### config.mk
export PLATFORM = sky130hd
export DESIGN_NAME = arfr_top
export DESIGN_NICKNAME = d
export VERILOG_FILES = /design/src/arfr_pkg.sv /design/src/arfr_sync.sv /design/src/arfr_top.sv
export SDC_FILE = /design/constraint.sdc
export NUM_CORES = 1
export LEC_CHECK = 0
export BUFFER_PORTS_ARGS = -buffer_cell sky130_fd_sc_hd__buf_4
export CAP_MARGIN = 20
export CORE_MARGIN = 3
export CORE_UTILIZATION = 30
export DETAILED_ROUTE_END_ITERATION = 10
export SYNTH_ARGS = -nofsm -noshare
export SYNTH_HDL_FRONTEND = slang
export SYNTH_HIERARCHICAL = 1
export SYNTH_SLANG_ARGS = --single-unit
### constraint.sdc
create_clock -name clk_i -period 5.51 [get_ports clk_i]
set_clock_uncertainty 0.05 [all_clocks]
set_input_delay 0.2755 -clock clk_i [delete_from_list [all_inputs] [get_ports clk_i]]
set_output_delay 0.2755 -clock clk_i [all_outputs]
set_load 0.1 [all_outputs]
### src/arfr_pkg.sv
// Shared constants for the converter result and filter register block.
// Assumes one 50 MHz system clock and a four-wire serial host port.
package arfr_pkg;
  // ----------------------------------------
  // Register map
  // ----------------------------------------
  localparam logic [3:0] ARFR_ADDR_RESULT = 4'h4;
  localparam logic [3:0] ARFR_ADDR_FILTER = 4'h5;
  localparam logic [23:0] ARFR_RESULT_RST = 24'h00_0000;
  localparam logic [15:0] ARFR_FILTER_RST = 16'h0500;
  localparam logic [15:0] ARFR_FILTER_WMASK = 16'h0F7F;
  // ----------------------------------------
  // Filter field positions
  // ----------------------------------------
  localparam int ARFR_REJ_EN_BIT = 11;
  localparam int ARFR_REJ_SEL_LSB = 8;
  localparam int ARFR_ORDER_LSB = 5;
  localparam int ARFR_RATE_LSB = 0;
  localparam logic [4:0] ARFR_RATE_MAX = 5'h06;
  // ----------------------------------------
  // Serial frame layout
  // ----------------------------------------
  localparam logic [5:0] ARFR_CMD_BITS = 6'h08;
  localparam logic [5:0] ARFR_LEN_FULL = 6'h18;
  localparam logic [5:0] ARFR_LEN_SHORT = 6'h10;
  localparam logic [5:0] ARFR_LEN_STAT = 6'h08;
  localparam logic [5:0] ARFR_LEN_REG = 6'h10;
  localparam int ARFR_CMD_READ_BIT = 6;
  localparam int ARFR_CMD_NWEN_BIT = 7;
  localparam int ARFR_CHANNELS = 4;
  // ----------------------------------------
  // Serial port states
  // ----------------------------------------
  typedef enum logic [1:0] {
    ARFR_IDLE = 2'b00,
    ARFR_CMD = 2'b01,
    ARFR_RDATA = 2'b11,
    ARFR_WDATA = 2'b10
  } arfr_state_t;
endpackage : arfr_pkg

### src/arfr_sync.sv
// Two-stage synchroniser for levels from outside the clock domain.
// Assumes the consumer reads only sync_o.
`timescale 1ns/10ps
module arfr_sync #(
  parameter int WIDTH = 3,
  parameter logic [WIDTH-1:0] RESET_VAL = '0
) (
  input wire logic clk_i,
  input wire logic rstn_i,
  input wire logic [WIDTH-1:0] async_i,
  output logic [WIDTH-1:0] sync_o
);
  logic [WIDTH-1:0] meta_reg;
  logic [WIDTH-1:0] sync_reg;

  always_ff @(posedge clk_i or negedge rstn_i) begin
    if (!rstn_i) begin
      meta_reg <= RESET_VAL;
      sync_reg <= RESET_VAL;
    end else begin
      meta_reg <= async_i;
      sync_reg <= meta_reg;
    end
  end

  assign sync_o = sync_reg;
endmodule : arfr_sync

### src/arfr_top.sv
// Result register and shared filter setup behind a four-wire serial port.
// Assumes host pins arrive asynchronously; converter side is on clk_i.
// How it works
// RULE_01 - Result read drives ready flag and pin high
// RULE_02 - Repeated reads return same stored result
// RULE_03 - No result update while result read runs
// RULE_04 - Host cannot predict next result from ready
// RULE_05 - Status append makes thirty-two bit read
// RULE_06 - Short option rounds result to sixteen bits
// RULE_07 - Filter write aborts and restarts conversion sequence
// RULE_08 - Filter write copies to every enabled channel
// RULE_09 - Bit eleven enables line rejection, reset zero
// RULE_10 - Rejection mode codes two to six valid
// RULE_11 - Order codes zero and three valid only
// RULE_12 - Output rate codes zero through six
// RULE_14 - Short plus status gives twenty-four bit read
// RULE_13 - No channel enabled means channel zero enabled
`timescale 1ns/10ps
module arfr_top
  import arfr_pkg::*;
(
  input wire logic clk_i,
  input wire logic rstn_i,
  input wire logic sclk_i,
  input wire logic cs_n_i,
  input wire logic din_i,
  output logic dout_rdy_n_o,
  output logic dout_oe_o,
  input wire logic [3:0] chan_enable_i,
  input wire logic status_append_i,
  input wire logic short_word_select_i,
  input wire logic result_valid_i,
  input wire logic [23:0] result_data_i,
  input wire logic [7:0] status_i,
  output logic ready_n_o,
  output logic conv_restart_o,
  output logic [63:0] filter_setup_o,
  output logic [3:0] filter_legal_o
);
  // ----------------------------------------
  // Helpers
  // ----------------------------------------
  function automatic logic [15:0] arfr_round16(input logic [23:0] value);
    logic [16:0] sum;
    sum = {1'b0, value[23:8]} + {16'h0000, value[7]};
    arfr_round16 = sum[16] ? 16'hFFFF : sum[15:0]; // see RULE_06
  endfunction : arfr_round16

  function automatic logic arfr_legal(input logic [15:0] cfg);
    logic [2:0] sel;
    logic [1:0] ord;
    logic [4:0] rate;
    sel = cfg[ARFR_REJ_SEL_LSB +: 3];
    ord = cfg[ARFR_ORDER_LSB +: 2];
    rate = cfg[ARFR_RATE_LSB +: 5];
    arfr_legal = (!cfg[ARFR_REJ_EN_BIT] || (sel >= 3'h2 && sel <= 3'h6)) // see RULE_09 see RULE_10
      && (ord == 2'h0 || ord == 2'h3) // see RULE_11
      && (rate <= ARFR_RATE_MAX); // see RULE_12
  endfunction : arfr_legal

  // ----------------------------------------
  // Pin synchronisation and edges
  // ----------------------------------------
  logic [2:0] pins_sync;
  logic sclk_s;
  logic cs_n_s;
  logic din_s;
  logic sclk_d_reg;
  logic sclk_rise;
  logic sclk_fall;

  arfr_sync #(.WIDTH(3), .RESET_VAL(3'b110)) u_sync (
    .clk_i(clk_i),
    .rstn_i(rstn_i),
    .async_i({sclk_i, cs_n_i, din_i}),
    .sync_o(pins_sync)
  );

  assign sclk_s = pins_sync[2];
  assign cs_n_s = pins_sync[1];
  assign din_s = pins_sync[0];
  assign sclk_rise = sclk_s && !sclk_d_reg;
  assign sclk_fall = !sclk_s && sclk_d_reg;

  // ----------------------------------------
  // Serial port and register state
  // ----------------------------------------
  arfr_state_t state_reg, state_next;
  logic [5:0] cnt_reg, cnt_next;
  logic [5:0] len_reg, len_next;
  logic [31:0] tx_reg, tx_next;
  logic [15:0] rx_reg, rx_next;
  logic dout_reg, dout_next;
  logic oe_reg, oe_next;
  logic reading_reg, reading_next;
  logic ready_n_reg, ready_n_next;
  logic [23:0] result_reg, result_next;
  logic pend_reg, pend_next;
  logic [23:0] pend_data_reg, pend_data_next;
  logic restart_reg, restart_next;
  logic [15:0] filt_reg [ARFR_CHANNELS];
  logic [15:0] filt_next [ARFR_CHANNELS];
  logic [3:0] legal_reg, legal_next;
  logic [3:0] chan_eff;
  logic [15:0] read_filt;
  logic [7:0] cmd_byte;
  logic [3:0] cmd_addr;

  assign chan_eff = (chan_enable_i == 4'h0) ? 4'h1 : chan_enable_i; // see RULE_13
  assign cmd_byte = {rx_reg[6:0], din_s};
  assign cmd_addr = cmd_byte[3:0];

  always_comb begin
    read_filt = filt_reg[0];
    for (int i = ARFR_CHANNELS - 1; i >= 0; i--) begin
      if (chan_eff[i]) begin
        read_filt = filt_reg[i];
      end
    end
  end

  always_comb begin
    state_next = state_reg;
    cnt_next = cnt_reg;
    len_next = len_reg;
    tx_next = tx_reg;
    rx_next = rx_reg;
    dout_next = dout_reg;
    oe_next = !cs_n_s;
    reading_next = reading_reg;
    ready_n_next = ready_n_reg;
    result_next = result_reg;
    pend_next = pend_reg;
    pend_data_next = pend_data_reg;
    restart_next = 1'b0;
    for (int i = 0; i < ARFR_CHANNELS; i++) begin
      filt_next[i] = filt_reg[i];
    end
    for (int i = 0; i < ARFR_CHANNELS; i++) begin
      legal_next[i] = arfr_legal(filt_reg[i]);
    end

    case (state_reg)
      ARFR_IDLE: begin
        if (!cs_n_s) begin
          state_next = ARFR_CMD;
          cnt_next = 6'h00;
        end
      end
      ARFR_CMD: begin
        if (sclk_rise) begin
          rx_next = {rx_reg[14:0], din_s};
          cnt_next = cnt_reg + 6'h01;
          if (cnt_reg == ARFR_CMD_BITS - 6'h01) begin
            cnt_next = 6'h00;
            if (cmd_byte[ARFR_CMD_NWEN_BIT]) begin
              state_next = ARFR_CMD;
            end else if (cmd_byte[ARFR_CMD_READ_BIT]) begin
              state_next = ARFR_RDATA;
              if (cmd_addr == ARFR_ADDR_RESULT) begin
                reading_next = 1'b1; // see RULE_03
                ready_n_next = 1'b1; // see RULE_01
                if (short_word_select_i) begin
                  tx_next = {arfr_round16(result_reg), status_i, 8'h00}; // see RULE_02 see RULE_14
                  len_next = ARFR_LEN_SHORT + (status_append_i ? ARFR_LEN_STAT : 6'h00); // see RULE_14
                end else begin
                  tx_next = {result_reg, status_i}; // see RULE_05
                  len_next = ARFR_LEN_FULL + (status_append_i ? ARFR_LEN_STAT : 6'h00); // see RULE_05
                end
              end else if (cmd_addr == ARFR_ADDR_FILTER) begin
                tx_next = {read_filt, 16'h0000};
                len_next = ARFR_LEN_REG;
              end else begin
                tx_next = 32'h0000_0000;
                len_next = ARFR_LEN_REG;
              end
            end else begin
              state_next = (cmd_addr == ARFR_ADDR_FILTER) ? ARFR_WDATA : ARFR_CMD;
              len_next = ARFR_LEN_REG;
            end
          end
        end
      end
      ARFR_RDATA: begin
        if (sclk_fall) begin
          dout_next = tx_reg[31];
          tx_next = {tx_reg[30:0], 1'b0};
        end
        if (sclk_rise) begin
          cnt_next = cnt_reg + 6'h01;
          if (cnt_reg == len_reg - 6'h01) begin
            state_next = ARFR_CMD;
            cnt_next = 6'h00;
            reading_next = 1'b0;
          end
        end
      end
      ARFR_WDATA: begin
        if (sclk_rise) begin
          rx_next = {rx_reg[14:0], din_s};
          cnt_next = cnt_reg + 6'h01;
          if (cnt_reg == len_reg - 6'h01) begin
            state_next = ARFR_CMD;
            cnt_next = 6'h00;
            restart_next = 1'b1; // see RULE_07
            for (int i = 0; i < ARFR_CHANNELS; i++) begin
              if (chan_eff[i]) begin
                filt_next[i] = {rx_reg[14:0], din_s} & ARFR_FILTER_WMASK; // see RULE_08
              end
            end
          end
        end
      end
      default: begin
        state_next = ARFR_IDLE;
      end
    endcase

    if (cs_n_s) begin
      state_next = ARFR_IDLE;
      reading_next = 1'b0;
    end

    if (state_next != ARFR_RDATA) begin
      dout_next = ready_n_next;
    end

    // Hold new results back while the result is being shifted out
    if (result_valid_i) begin
      pend_next = 1'b1;
      pend_data_next = result_data_i;
    end
    if (!reading_reg && !reading_next && (pend_reg || result_valid_i)) begin // see RULE_03
      result_next = result_valid_i ? result_data_i : pend_data_reg;
      pend_next = 1'b0;
      ready_n_next = 1'b0;
      if (state_next != ARFR_RDATA) begin
        dout_next = 1'b0;
      end
    end
  end

  always_ff @(posedge clk_i or negedge rstn_i) begin
    if (!rstn_i) begin
      sclk_d_reg <= 1'b1;
      state_reg <= ARFR_IDLE;
      cnt_reg <= 6'h00;
      len_reg <= 6'h00;
      tx_reg <= 32'h0000_0000;
      rx_reg <= 16'h0000;
      dout_reg <= 1'b1;
      oe_reg <= 1'b0;
      reading_reg <= 1'b0;
      ready_n_reg <= 1'b1;
      result_reg <= ARFR_RESULT_RST;
      pend_reg <= 1'b0;
      pend_data_reg <= ARFR_RESULT_RST;
      restart_reg <= 1'b0;
      legal_reg <= 4'hF;
      for (int i = 0; i < ARFR_CHANNELS; i++) begin
        filt_reg[i] <= ARFR_FILTER_RST;
      end
    end else begin
      sclk_d_reg <= sclk_s;
      state_reg <= state_next;
      cnt_reg <= cnt_next;
      len_reg <= len_next;
      tx_reg <= tx_next;
      rx_reg <= rx_next;
      dout_reg <= dout_next;
      oe_reg <= oe_next;
      reading_reg <= reading_next;
      ready_n_reg <= ready_n_next;
      result_reg <= result_next;
      pend_reg <= pend_next;
      pend_data_reg <= pend_data_next;
      restart_reg <= restart_next;
      legal_reg <= legal_next;
      for (int i = 0; i < ARFR_CHANNELS; i++) begin
        filt_reg[i] <= filt_next[i];
      end
    end
  end

  // ----------------------------------------
  // Outputs
  // ----------------------------------------
  assign dout_rdy_n_o = dout_reg;
  assign dout_oe_o = oe_reg;
  assign ready_n_o = ready_n_reg;
  assign conv_restart_o = restart_reg;
  assign filter_setup_o = {filt_reg[3], filt_reg[2], filt_reg[1], filt_reg[0]};
  assign filter_legal_o = legal_reg;
endmodule : arfr_top

==> impl_summary.md <==
Synth
The warning count from the yosys run is 6. The count of state elements after synthesis is 163. The number of synthesized flops with an enable pin is 0.

The cell count after synthesis is 713. The flip-flop cell with the highest count after synthesis is sky130_fd_sc_hd__dfrtp_1. The post-synthesis instance area is 0.00827 mm².

The number of different library cells in the post-synthesis netlist is 66. For this run, the register share of the synthesized area comes to 0.496. The share of flip-flops with an asynchronous set or reset is 1.00. The mean cell area of the mapped netlist is 11.6 µm².

Timing
The count of final max-slew check failures is 0. After routing, the total negative slack on setup checks comes to 0 ns. The transition at the pin with the smallest max-transition slack is approximately 0.84 ns. The fmax is around 370 MHz. Measured against its own limit, the worst slew margin works out to 0.443. Setup repair after global routing left no endpoint under its margin.

The final critical path time including I/O delays and setup is 2.73 ns. The final cycle utilization of the critical path is 0.496. Setup violations remaining at the end of the flow were counted as 0. The final number of hold-violating endpoints is 0.

Clocking
The clock-pin slew on the worst setup and hold paths is around 0.07 ns. The TritonCTS buffer count is 17. The deepest clock path buffer count is 2. The worst-skew pair later-pin latency is between 0.4 and 0.5 ns. In this run, post-CTS hold repair placed 4 buffers. The TritonCTS clock tree is yes. The number of buffers inserted by post-CTS setup repair is 0. CTS placed an instance of sky130_fd_sc_hd__clkbuf_16 at the clock tree root. The H-tree was split into 4 levels.

The number of instances resized during post-cts repair is 0. The total clock sinks is 163.

Drt
The routed via count divided by cell count is 4.93. The routed wirelength normalized by instance count is 17.3 µm. The total DRC errors in the routed layout is 0. The routed wire length is 19900 µm.

The total iterations of the first detailed-routing run is 5. The via count is 5653. The detail route stage leaves a number of antenna-violating nets equal to 0. The first routing iteration left 401 violations.

Worst setup path
The category of the most critical setup path is flip-flop to flip-flop. In this run the critical register-to-register path is captured at tx_reg[21]$_DFFE_PN0P_. The worst path arrival time is just over 3 ns.

STA puts the critical path data required time at ~5.8 ns. The register-to-register path setup slack is between 2 and 3 ns. The kind of launch point of the worst setup path is a flip-flop. The top fanout value on the critical path is 14. STA classifies the critical path endpoint as a flip-flop.

The worst register-to-register path begins at rx_reg[2]$_DFFE_PN0P_. Counting cells, the worst reg-to-reg path comes to 4.

Place
The estimated wirelength of the detail-placed design is 14300 µm. Counting tap cells, the placed design contains a total of 1110 instances. The final estimated routing congestion in global placement is 0.821. In this run the tool buffered the top-level ports with 95 buffer cells.

Layout
For this run, the post-layout net count is ~850. The antenna cell count is 0. The number of non-filler instances in the completed layout is 1146. In the layout the commonest cells are sky130_fd_sc_hd__dfrtp_1, sky130_fd_sc_hd__buf_4, sky130_fd_sc_hd__mux2_2.

The number of flip-flops under the largest register name is 44. The commonest non-fill, non-tap cell in the layout is sky130_fd_sc_hd__dfrtp_1. In the final layout, the share of cells above drive strength 1 is 0.353. The area growth from synthesis to layout is 18.5%.

Die
The die boundary height is approximately 170 µm. The initial utilization of the core area, before any placement, comes to 0.306. From left edge to right edge, the die measures 172 µm. The overall die area is 0.0296 mm².

116 I/O pins were placed. The standard cell core area is about 0.027 mm². The floorplan has 60 rows.

GRT
The first global-routing pass estimated roughly 32000 µm of wire. The via count of the first global-routing pass is 5423. The largest net degree at the start of global routing is 66. The initial antenna violation count is 0. The total congestion overflow is 0.

Across every metal layer, demand over resource in global routing totals 0.137.

Hold path
In this run the most critical hold path is launched from status_i[0]. The cell depth of the worst hold path is 3. The worst hold path terminates at tx_reg[0]$_DFFE_PN0P_.

The worst hold path belongs to the class primary input to flip-flop.

Power
The total power per unit cell area is about 300 mW/mm². The static power due to leakage is 4.41 nW. IR analysis of the VDD net gives a maximum drop of 0.000125 V.

Outcome
The run finished with clean final reports.

Run
Max-cap violations in this run came to 0.
where the power goes:
part           total [mW]  switching [mW]  leakage, nW  internal [mW]
Combinational       0.337           0.205         2.18          0.133
Sequential           1.37          0.0943         1.94           1.27
Clock                1.24           0.506        0.291          0.731
layer usage:
metal	up-vias	wire length (µm)	track usage
met5	-	0	0
li1	2693	-	-
met1	2805	10000	0.207
met4	0	136	0.0271
met2	146	8770	0.200
met3	9	943	0.0313
worst max-delay path by stage:
stage,slack [ns],end,from,cells after the start
after floorplan,3.35,filter_setup_o[6]$_DFFE_PN0P_,cnt_reg[5]$_DFFE_PN0P_,7
after global placement,2.90,tx_reg[21]$_DFFE_PN0P_,rx_reg[2]$_DFFE_PN0P_,4
after detailed placement,2.81,tx_reg[21]$_DFFE_PN0P_,rx_reg[2]$_DFFE_PN0P_,4
after CTS,2.79,tx_reg[21]$_DFFE_PN0P_,rx_reg[2]$_DFFE_PN0P_,4
after global routing,2.57,tx_reg[21]$_DFFE_PN0P_,rx_reg[2]$_DFFE_PN0P_,4
final,2.78,tx_reg[21]$_DFFE_PN0P_,rx_reg[2]$_DFFE_PN0P_,4
Yosys cell counts (11+ instances only):
cell / n / area (µm²)
sky130_fd_sc_hd__clkbuf_1: 28 / 105
sky130_fd_sc_hd__dfrtp_1: 144 / 3600
sky130_fd_sc_hd__xnor2_1: 11 / 96.3
sky130_fd_sc_hd__dfstp_2: 19 / 499
sky130_fd_sc_hd__nor2_1: 55 / 206
sky130_fd_sc_hd__inv_1: 12 / 45.0
sky130_fd_sc_hd__nor3_1: 16 / 80.1
sky130_fd_sc_hd__mux2i_1: 24 / 240
sky130_fd_sc_hd__mux2_4: 40 / 601
sky130_fd_sc_hd__nand3_1: 17 / 85.1
sky130_fd_sc_hd__nand2_1: 53 / 199
sky130_fd_sc_hd__a21oi_1: 35 / 175
sky130_fd_sc_hd__buf_4: 20 / 150
sky130_fd_sc_hd__mux2_2: 73 / 822
sky130_fd_sc_hd__o211ai_1: 22 / 165
sky130_fd_sc_hd__o21ai_0: 27 / 135
critical path, cell delays in order, from the launching register on:
cell,delay [ns]
sky130_fd_sc_hd__dfrtp_1,0.49
sky130_fd_sc_hd__or4b_2,0.90
sky130_fd_sc_hd__nor2_1,0.68
sky130_fd_sc_hd__o21ai_0,0.25
sky130_fd_sc_hd__a41oi_1,0.26
layout make-up:
cell class,count,area [µm²]
flip-flops and latches,163,4100
clock inverters,14,176
fillers,2628,17200
inverters,12,45.0
multi-input cells,493,3810
clock buffers,18,439
well taps,341,427
repair buffers,105,802
logic make-up (layout without fill, tap and decap cells):
group	after synthesis	in the layout	synth area share
and+or+nand+nor	174	174	0.107
DFF	163	163	0.496
AOI/OAI and AO/OA	137	137	0.111
muxes	137	137	0.201
buffers and inverters	76	149	0.0522
xor gates and xnor gates	16	16	0.0189
adders and majority gates	9	9	0.0136
other	1	20	0.000453
stage by stage:
| stage | hold WS (ns) | util | cell area [µm²] | setup slack [ns] | total power [mW] |
|---|---|---|---|---|---|
| 2_1_floorplan | -0.0701 | - | 8340 | 3.35 | 1.61 |
| 3_3_place_gp | 0.164 | 0.338 | 9150 | 2.90 | 1.72 |
| 3_5_place_dp | 0.169 | 0.338 | 9150 | 2.81 | 1.72 |
| 4_1_cts | 0.0339 | 0.363 | 9800 | 2.79 | 2.98 |
| 5_1_grt | 0.0291 | 0.363 | 9800 | 2.57 | 3.07 |
| 6_report | 0.0413 | 0.363 | 9800 | 2.78 | 2.94 |
Power figures use the tool's default switching activity.
